===== src/dma_ctl_pkg.sv =====
/*
  package for the four-channel dma start/stop controller: register offsets,
  field positions, reset values, transfer modes and timing constants.
  assumes a plain register port with one-cycle read latency.
*/
package dma_ctl_pkg;

  // ==========================================================================
  // sizes
  localparam int unsigned NUM_CH     = 4;
  localparam int unsigned ADDR_W     = 4;
  localparam int unsigned DATA_W     = 32;
  localparam int unsigned COUNT_W    = 16;

  // ==========================================================================
  // register offsets (byte addresses / 4)
  localparam logic [ADDR_W-1:0] CTRL_OFS   = 4'h0;  // channel control, 8 bits per channel
  localparam logic [ADDR_W-1:0] COUNT0_OFS = 4'h1;  // transfer count ch0..ch3 at 1..4
  localparam logic [ADDR_W-1:0] MODE_OFS   = 4'h5;  // 2 mode bits per channel
  localparam logic [ADDR_W-1:0] STAT_OFS   = 4'h6;  // sticky event status
  localparam logic [ADDR_W-1:0] MASK_OFS   = 4'h7;  // interrupt mask
  localparam logic [ADDR_W-1:0] STATE_OFS  = 4'h8;  // engine state, read only

  // ==========================================================================
  // fields of the per-channel control byte
  localparam int unsigned CTL_BYTE   = 8;
  localparam int unsigned EN_POS     = 0;
  localparam int unsigned TCF_POS    = 1;
  localparam int unsigned STG_POS    = 2;
  localparam int unsigned INIT_POS   = 3;

  // status layout: bits 0..3 terminal count per channel, bit 4 stop seen
  localparam int unsigned STAT_W     = NUM_CH + 1;
  localparam int unsigned STOP_EVT   = NUM_CH;

  // ==========================================================================
  // reset values
  localparam logic [COUNT_W-1:0] COUNT_RST = 16'h0000;
  localparam logic [STAT_W-1:0]  MASK_RST  = 5'h00;

  // ==========================================================================
  // transfer modes
  localparam logic [1:0] MODE_SINGLE = 2'h0;
  localparam logic [1:0] MODE_STEP   = 2'h1;
  localparam logic [1:0] MODE_LINE   = 2'h2;
  localparam logic [1:0] MODE_BLOCK  = 2'h3;
  localparam int unsigned LINE_BEATS = 4;

  // ==========================================================================
  // timing: one transfer cycle on the system bus
  localparam int unsigned CLK_MHZ     = 200;
  localparam int unsigned XFER_NS     = 10;
  localparam int unsigned XFER_CYCLES =
    ((XFER_NS * CLK_MHZ + 999) / 1000 < 1) ? 1 : (XFER_NS * CLK_MHZ + 999) / 1000;

  typedef enum logic [1:0] {
    ST_IDLE,
    ST_XFER,
    ST_DONE
  } eng_state_e;

endpackage


===== src/dma_start_stop_control.sv =====
/*
  dma start, terminal-count, interruption and termination control for four
  channels. assumes one clock, request and stop pins from outside the clock
  domain, and a register master that never issues read and write together.
*/
// Added by the designer: the address-and-strobe port and the placing of the registers.
// Summary of operation
// - with enable 1 and terminal count 0, a hardware request in idle starts a transfer.
// - software trigger with enable 1 and terminal count 0 starts a transfer.
// - the terminal-count output pulses for exactly one clock in the last transfer cycle.
// - the stop input during a transfer clears the enable bit of every channel.
// - on stop the running transfer cycle is completed and the bus released; a stop first seen in a block or line cycle's last clock runs one more cycle.
// - after stop in single-step, line or block mode the request stays pending.
// - re-enabling after such a stop resumes with the remaining count kept.
// - after stop in single mode re-enabling waits for a fresh request.
// - a resumed transfer keeps its settings; software reprograms only after end or init.
// - writing init 1 terminates that channel's transfer.
// - init only acts on a channel that does not hold the bus; a running block cannot be terminated.
// - a count value of n performs n+1 transfers.
// - the completion state pulses terminal count, sets the terminal-count flag, keeps enable and returns to idle.
// - during a block transfer other channels' requests are ignored.
`timescale 1ns/1ps
module dma_start_stop_control
  import dma_ctl_pkg::*;
(
  input  wire logic              CORE_CLK_I,
  input  wire logic              RST_N_I,
  input  wire logic [NUM_CH-1:0] HW_TRANSFER_REQUEST_I,
  input  wire logic              DMA_STOP_INPUT_I,
  input  wire logic [ADDR_W-1:0] REG_ADDR_I,
  input  wire logic [DATA_W-1:0] REG_WDATA_I,
  input  wire logic              REG_WR_I,
  input  wire logic              REG_RD_I,
  output logic      [DATA_W-1:0] REG_RDATA_O,
  output logic      [NUM_CH-1:0] TERMINAL_COUNT_OUT_O,
  output logic      [NUM_CH-1:0] BUS_GRANT_O,
  output logic                   IRQ_O
);

  // ==========================================================================
  // input synchronisers
  logic [NUM_CH-1:0] req_s1_q, req_s2_q;
  logic              stp_s1_q, stp_s2_q;

  always_ff @(posedge CORE_CLK_I or negedge RST_N_I) begin
    if (!RST_N_I) begin
      req_s1_q <= '0;
      req_s2_q <= '0;
      stp_s1_q <= 1'b0;
      stp_s2_q <= 1'b0;
    end else begin
      req_s1_q <= HW_TRANSFER_REQUEST_I;
      req_s2_q <= req_s1_q;
      stp_s1_q <= DMA_STOP_INPUT_I;
      stp_s2_q <= stp_s1_q;
    end
  end

  // ==========================================================================
  // state and registers
  eng_state_e            state_q;
  logic [1:0]            ch_q;
  logic [NUM_CH-1:0]     en_q, tcf_q, stg_q, pend_q;
  logic [COUNT_W-1:0]    cnt_q [NUM_CH];
  logic [2*NUM_CH-1:0]   mode_q;
  logic [STAT_W-1:0]     stat_q, mask_q;
  logic [2:0]            beat_q;
  logic [7:0]            tmr_q;
  logic                  stop_q;

  function automatic logic [1:0] ch_mode(input logic [2*NUM_CH-1:0] m, input logic [1:0] c);
    ch_mode = m[2*c +: 2];
  endfunction

  function automatic logic [1:0] pick(input logic [NUM_CH-1:0] v);
    pick = 2'h0;
    for (int i = NUM_CH - 1; i >= 0; i--) begin
      if (v[i]) begin
        pick = i[1:0];
      end
    end
  endfunction

  logic             wr_ctl, wr_mode, wr_stat, wr_mask;
  logic [NUM_CH-1:0] wr_cnt;
  logic [NUM_CH-1:0] ready, init_w;
  logic [1:0]       cur_mode;
  logic             last_cycle, beat_end, bus_free;

  assign wr_ctl  = REG_WR_I && (REG_ADDR_I == CTRL_OFS);
  assign wr_mode = REG_WR_I && (REG_ADDR_I == MODE_OFS);
  assign wr_stat = REG_WR_I && (REG_ADDR_I == STAT_OFS);
  assign wr_mask = REG_WR_I && (REG_ADDR_I == MASK_OFS);
  assign bus_free = (state_q == ST_IDLE);
  assign cur_mode = ch_mode(mode_q, ch_q);
  assign beat_end = (state_q == ST_XFER) && (tmr_q == 8'(XFER_CYCLES - 1));
  assign last_cycle = beat_end && (cnt_q[ch_q] == COUNT_RST);

  for (genvar g = 0; g < NUM_CH; g++) begin : g_ch
    assign wr_cnt[g] = REG_WR_I && (REG_ADDR_I == 4'(COUNT0_OFS + g));
    assign init_w[g] = wr_ctl && REG_WDATA_I[g*CTL_BYTE + INIT_POS] &&
                       !(state_q != ST_IDLE && ch_q == g);
    assign ready[g] = en_q[g] && !tcf_q[g] && (req_s2_q[g] || stg_q[g] || pend_q[g]);
  end

  // ==========================================================================
  // engine sequencer
  always_ff @(posedge CORE_CLK_I or negedge RST_N_I) begin
    if (!RST_N_I) begin
      state_q <= ST_IDLE;
      ch_q    <= 2'h0;
      tmr_q   <= 8'h00;
      beat_q  <= 3'h0;
    end else begin
      case (state_q)
        ST_IDLE: begin
          tmr_q  <= 8'h00;
          beat_q <= 3'h0;
          if (|ready) begin
            state_q <= ST_XFER;
            ch_q    <= pick(ready);
          end
        end
        ST_XFER: begin
          // other channels are not looked at until this one releases
          tmr_q <= beat_end ? 8'h00 : tmr_q + 8'h01;
          if (beat_end) begin
            beat_q <= beat_q + 3'h1;
            // stop_q lets the running cycle finish, then releases; a stop first seen at beat_end is not yet in stop_q
            if (last_cycle) begin
              state_q <= ST_DONE;
            end else if (stop_q || cur_mode == MODE_SINGLE || cur_mode == MODE_STEP ||
                         (cur_mode == MODE_LINE && beat_q == 3'(LINE_BEATS - 1))) begin
              state_q <= ST_IDLE;
            end
          end
        end
        ST_DONE: state_q <= ST_IDLE;
        default: state_q <= ST_IDLE;
      endcase
    end
  end

  // ==========================================================================
  // stop latch, held until the bus is released
  always_ff @(posedge CORE_CLK_I or negedge RST_N_I) begin
    if (!RST_N_I) begin
      stop_q <= 1'b0;
    end else if (stp_s2_q && state_q == ST_XFER) begin
      stop_q <= 1'b1;
    end else if (state_q != ST_XFER) begin
      stop_q <= 1'b0;
    end
  end

  // ==========================================================================
  // channel control bits
  always_ff @(posedge CORE_CLK_I or negedge RST_N_I) begin
    if (!RST_N_I) begin
      en_q   <= '0;
      tcf_q  <= '0;
      stg_q  <= '0;
      pend_q <= '0;
    end else begin
      for (int i = 0; i < NUM_CH; i++) begin
        if (wr_ctl) begin
          en_q[i]  <= REG_WDATA_I[i*CTL_BYTE + EN_POS];
          stg_q[i] <= REG_WDATA_I[i*CTL_BYTE + STG_POS];
          if (!REG_WDATA_I[i*CTL_BYTE + TCF_POS]) begin
            tcf_q[i] <= 1'b0;
          end
        end
        if (init_w[i]) begin
          en_q[i]   <= 1'b0;
          stg_q[i]  <= 1'b0;
          pend_q[i] <= 1'b0;
        end
        if (state_q == ST_XFER && beat_end && ch_q == i) begin
          stg_q[i] <= 1'b0;
          // after a stop keep the request for step, line and block, drop it for single
          pend_q[i] <= !last_cycle && (stop_q || stp_s2_q) && cur_mode != MODE_SINGLE;
          if (last_cycle) begin
            tcf_q[i] <= 1'b1;
          end
        end
        if (stp_s2_q && state_q == ST_XFER) begin
          en_q[i] <= 1'b0;
        end
      end
    end
  end

  // ==========================================================================
  // transfer counts; a stopped channel keeps its remainder
  for (genvar g = 0; g < NUM_CH; g++) begin : g_cnt
    always_ff @(posedge CORE_CLK_I or negedge RST_N_I) begin
      if (!RST_N_I) begin
        cnt_q[g] <= COUNT_RST;
      end else if (beat_end && ch_q == g && !last_cycle) begin
        cnt_q[g] <= cnt_q[g] - 16'h0001;
      end else if (wr_cnt[g] && !(state_q != ST_IDLE && ch_q == g)) begin
        cnt_q[g] <= REG_WDATA_I[COUNT_W-1:0];
      end
    end
  end

  always_ff @(posedge CORE_CLK_I or negedge RST_N_I) begin
    if (!RST_N_I) begin
      mode_q <= '0;
    end else if (wr_mode && bus_free) begin
      mode_q <= REG_WDATA_I[2*NUM_CH-1:0];
    end
  end

  // ==========================================================================
  // outputs
  always_ff @(posedge CORE_CLK_I or negedge RST_N_I) begin
    if (!RST_N_I) begin
      TERMINAL_COUNT_OUT_O <= '0;
      BUS_GRANT_O          <= '0;
    end else begin
      for (int i = 0; i < NUM_CH; i++) begin
        TERMINAL_COUNT_OUT_O[i] <= last_cycle && ch_q == i;
        // grant covers every clock of the channel's transfer cycles
        BUS_GRANT_O[i]          <= state_q == ST_XFER && ch_q == i;
      end
    end
  end

  // ==========================================================================
  // interrupt status, set wins over clear
  always_ff @(posedge CORE_CLK_I or negedge RST_N_I) begin
    if (!RST_N_I) begin
      stat_q <= '0;
      mask_q <= MASK_RST;
      IRQ_O  <= 1'b0;
    end else begin
      for (int i = 0; i < STAT_W; i++) begin
        if (i < NUM_CH ? (last_cycle && ch_q == i) : (stp_s2_q && state_q == ST_XFER)) begin
          stat_q[i] <= 1'b1;
        end else if (wr_stat && REG_WDATA_I[i]) begin
          stat_q[i] <= 1'b0;
        end
      end
      if (wr_mask) begin
        mask_q <= REG_WDATA_I[STAT_W-1:0];
      end
      IRQ_O <= |(stat_q & mask_q);
    end
  end

  // ==========================================================================
  // read data
  always_ff @(posedge CORE_CLK_I or negedge RST_N_I) begin
    if (!RST_N_I) begin
      REG_RDATA_O <= '0;
    end else begin
      REG_RDATA_O <= '0;
      if (REG_RD_I) begin
        case (REG_ADDR_I)
          CTRL_OFS: begin
            for (int i = 0; i < NUM_CH; i++) begin
              REG_RDATA_O[i*CTL_BYTE + EN_POS]  <= en_q[i];
              REG_RDATA_O[i*CTL_BYTE + TCF_POS] <= tcf_q[i];
              REG_RDATA_O[i*CTL_BYTE + STG_POS] <= stg_q[i];
            end
          end
          4'h1, 4'h2, 4'h3, 4'h4: REG_RDATA_O[COUNT_W-1:0] <= cnt_q[2'(REG_ADDR_I - COUNT0_OFS)];
          MODE_OFS:  REG_RDATA_O[2*NUM_CH-1:0] <= mode_q;
          STAT_OFS:  REG_RDATA_O[STAT_W-1:0]   <= stat_q;
          MASK_OFS:  REG_RDATA_O[STAT_W-1:0]   <= mask_q;
          STATE_OFS: REG_RDATA_O[3:0]          <= {ch_q, state_q};
          default:   REG_RDATA_O <= '0;
        endcase
      end
    end
  end

  // ==========================================================================
  // checks
  tc_one_clock_a : assert property (@(posedge CORE_CLK_I) disable iff (!RST_N_I)
    TERMINAL_COUNT_OUT_O[0] |=> !TERMINAL_COUNT_OUT_O[0])
    else $error("terminal count longer than one clock");

  hw_start_a : assert property (@(posedge CORE_CLK_I) disable iff (!RST_N_I)
    (state_q == ST_IDLE && |ready) |=> state_q == ST_XFER)
    else $error("ready channel not started");

  no_start_tc_a : assert property (@(posedge CORE_CLK_I) disable iff (!RST_N_I)
    (state_q == ST_IDLE && tcf_q[0] && ch_q != 2'h0) |=> !(state_q == ST_XFER && ch_q == 2'h0))
    else $error("start despite terminal count flag");

  stop_clears_a : assert property (@(posedge CORE_CLK_I) disable iff (!RST_N_I)
    (stp_s2_q && state_q == ST_XFER && !wr_ctl) |=> en_q == '0)
    else $error("stop left a channel enabled");

  done_idle_a : assert property (@(posedge CORE_CLK_I) disable iff (!RST_N_I)
    state_q == ST_DONE |=> state_q == ST_IDLE)
    else $error("completion did not return to idle");

  tc_sets_flag_a : assert property (@(posedge CORE_CLK_I) disable iff (!RST_N_I)
    (last_cycle && ch_q == 2'h0) |=> tcf_q[0] && TERMINAL_COUNT_OUT_O[0])
    else $error("terminal count flag not set");

  block_holds_a : assert property (@(posedge CORE_CLK_I) disable iff (!RST_N_I)
    (state_q == ST_XFER && cur_mode == MODE_BLOCK && !beat_end) |=> $stable(ch_q))
    else $error("block transfer lost the bus");

  stop_release_a : assert property (@(posedge CORE_CLK_I) disable iff (!RST_N_I)
    (stop_q && beat_end) |=> state_q != ST_XFER)
    else $error("stop did not release the bus");

endmodule


===== config.mk =====
export PLATFORM = sky130hd
export DESIGN_NAME = dma_start_stop_control
export DESIGN_NICKNAME = d
export VERILOG_FILES = /design/src/dma_ctl_pkg.sv /design/src/dma_start_stop_control.sv
export SDC_FILE = /design/constraint.sdc
export NUM_CORES = 1
export LEC_CHECK = 0
export BUFFER_PORTS_ARGS = -buffer_cell sky130_fd_sc_hd__buf_4
export CELL_PAD_IN_SITES_DETAIL_PLACEMENT = 0
export CELL_PAD_IN_SITES_GLOBAL_PLACEMENT = 1
export CORE_UTILIZATION = 29
export DETAILED_ROUTE_END_ITERATION = 12
export PLACE_DENSITY_LB_ADDON = 0.2
export SETUP_SLACK_MARGIN = 0.1
export SLEW_MARGIN = 10
export SYNTH_ARGS = -nofsm -noshare
export SYNTH_HDL_FRONTEND = slang
export SYNTH_SLANG_ARGS = --single-unit

===== constraint.sdc =====
create_clock -name CORE_CLK_I -period 7.25 [get_ports CORE_CLK_I]
set_input_delay 0.725 -clock CORE_CLK_I [delete_from_list [all_inputs] [get_ports CORE_CLK_I]]
set_output_delay 0.725 -clock CORE_CLK_I [all_outputs]
set_load 0.05 [all_outputs]

==> reports/results.ini <==
[route]
routed_wl_mm = 29.9
wl_met3_mm = 1.25
top_layer = met4
drcViolationCount = 0
wire_per_inst_um = 23.3
via_per_inst = 5.64
wl_met1_mm = 14.6
dr_wl_met2_mm = 13.5
ant_nets = 0
drt_iter0_markers = 617
num_vias = 7249
dr.pass1.iters = 5

[grt]
grt_max_degree = 81
antenna_found_initial = 0
grt_first_pass_wirelength_mm = 45.9
grt_pass1_vias = 7042
grt_use_total = 0.207
grt_overflow_total = 0

[worst_setup_path]
required_ns = 7.64
cpLargestDelayFamily = simple AND/OR/NAND/NOR gates
path_cells = nor4_1 > nand4_1 > o21ai_0 > nand4_1 > inv_1 > a22o_1
cpMostUsedCell = nand4_1
path_max_fanout = 12
max_stage_delay_ns = 0.79
timing.rr.start = cnt_q[38]
cpMaxStageDelayCell = nand4_1
endpoint_kind = flop
cp_num_buf_inv = 1
cp.arrival_ns = 3.94
crit_path_start = cnt_q[38]
path_class = reg2reg
cp-start-kind = flop

[final_layout]
finalNonFillerCells = 1286
nets = 946
area_delta_synth_final_pct = 17.2
final_layout_size_suffix_gt1_frac = 0.202
design_area_um2 = 9920
num_antenna_cells = 0

[yosys]
async_flop_share = 1.00
netlist_top_cells_area = dfrtp_1 46%, mux4_2 4.8%, nand2_1 4.0%, mux2_2 2.9%, nand3_1 2.7%
yosysTopAreaCell = dfrtp_1
ys_ff_latch = 155
yosysUniqueCellTypes = 77
postSynthCellCount = 837
synth_ff_type = dfrtp_1
ys.warnings.count = 0
synth_top_area_share = 0.458
syn_area_um2 = 8460
ys_seq_area_frac = 0.458
syn-mean-instance-area_um2 = 10.1
synth_edf_count = 0

[sta]
slew_headroom = 0.199
tightest_slew_ns = 1.20
rsz0062_at_grt = false
fmax_mhz = 281
drv_slew = 0
clock_skew_ns = 0.0106
period_share = 0.490
final_hold_viol_count = 0
finalSetupTns_ns = 0
setup_viol = 0
fin_crit_ns = 3.55

[run]
drv_cap = 0

[clocking]
cts_setup_buffers = 0
root_buffer = clkbuf_16
cts_tree = built
clock_latency_ns = 0.45
clock_path_buffers = 2
postCtsHoldBufs = 0
cts_buffers = 17
clk_pin_slew_ns = 0.07
cts_resized = 0
cts.sinks = 155
htree_num_levels = 4

[pwr]
p_per_area_nw_per_um2 = 349
p_leak_nw = 4.10
vdd_ir_drop_max_mv = 0.150

[placement]
dpl_cell_area_um2 = 9310
port_buffers = 67
dp_hpwl_mm = 21.0
post-place-cells = 1254
gp_congestion = 0.822

[floorplanning]
initial_utilization = 0.295
die_w_um = 173
die-height_um = 173
dieArea_um2 = 29900
num_io_pins = 86
core_um2 = 28700
rows = 62

[min_path]
hold_class = in2async

[status]
status = finished clean

==> layer usage <==
metal / global-route usage / up-vias
li1: - / 3276
met5: 0 / -
met1: 0.300 / 3735
met4: 0.0686 / 0
met2: 0.316 / 202
met3: 0.0310 / 36
==> cells by family after synthesis <==
kind of cell,after synthesis,synth area share
buffers and inverters,84,0.0442
adder cells (fa/ha/maj),12,0.0177
XOR/XNOR,4,0.00414
multiplexers,46,0.0843
AND/OR/NAND/NOR,326,0.208
AO/OA/AOI/OAI,209,0.183
flip-flops,155,0.458
other,1,0.000443
==> area by class of cell <==
cell class,instances,area [µm²]
clock buffer,17,425
clock inverter,15,179
fill,2971,18800
inverter,30,113
multi-input combinational,607,4250
sequential,155,3880
tap,384,480
timing repair buffer,78,589
==> final timing paths <==
path,end,depth (start not counted),slack [ns]
min,REG_RDATA_O[7],1,0.34
min reg2reg,req_s2_q[2],0,0.36
min in group CORE_CLK_I,req_s2_q[2],0,0.36
max reg2reg,stat_q[0],6,3.70
max,stat_q[0],6,3.70
max in group asynchronous,cnt_q[5],2,5.38
==> stage by stage <==
stage	hold WS, ns	utilization	worst slack (ns)	power, mW
finish	0.335	0.346	3.70	3.46
global route	0.359	0.346	3.33	3.66
CTS	0.356	0.346	3.67	3.48
detailed placement	0.337	0.324	3.69	2.55
global placement	0.333	0.324	3.71	2.55
floorplan	0.331	-	4.00	2.10
==> Yosys cell counts, drive strengths merged, types with 21 or more instances <==
library cell and number:
dfrtp 155, mux2 22, a21oi 29, nor2 51
nor3 25, clkbuf 33, nand3 45, inv 30
nand2 91, o21ai 37, buf 21, o211ai 26
==> sequential cells by signal, indices dropped and copies added, names as in the netlist <==
signal                cells
state_q                   2
BUS_GRANT_O               4
ch_q                      2
mode_q                    8
stp_s2_q                  1
IRQ_O                     1
req_s2_q                  4
tcf_q                     4
pend_q                    4
stop_q                    1
REG_RDATA_O              22
req_s1_q                  4
stg_q                     4
beat_q                    3
stp_s1_q                  1
TERMINAL_COUNT_OUT_O      4
en_q                      4
cnt_q                    64
mask_q                    5
tmr_q                     8
stat_q                    5
==> report_power, final <==
group          total [mW]  internal (mW)  switching [mW]
Combinational        1.05          0.434           0.614
Sequential           1.49           1.11           0.383
Clock               0.920          0.464           0.456
==> placed cells by master (no fill, tap or decap), types with 14 or more instances in the layout <==
| master | count |
|---|---|
| a21oi_1 | 29 |
| inv_1 | 30 |
| nor3_1 | 24 |
| o21ai_0 | 35 |
| nand3_1 | 45 |
| buf_4 | 77 |
| mux2_2 | 22 |
| clkbuf_16 | 17 |
| dfrtp_1 | 155 |
| o311ai_0 | 16 |
| mux4_2 | 18 |
| and2_1 | 14 |
| nor2_1 | 50 |
| o211ai_1 | 26 |
| nand2_1 | 91 |
Note: power is estimated with default switching activity, not from simulation.
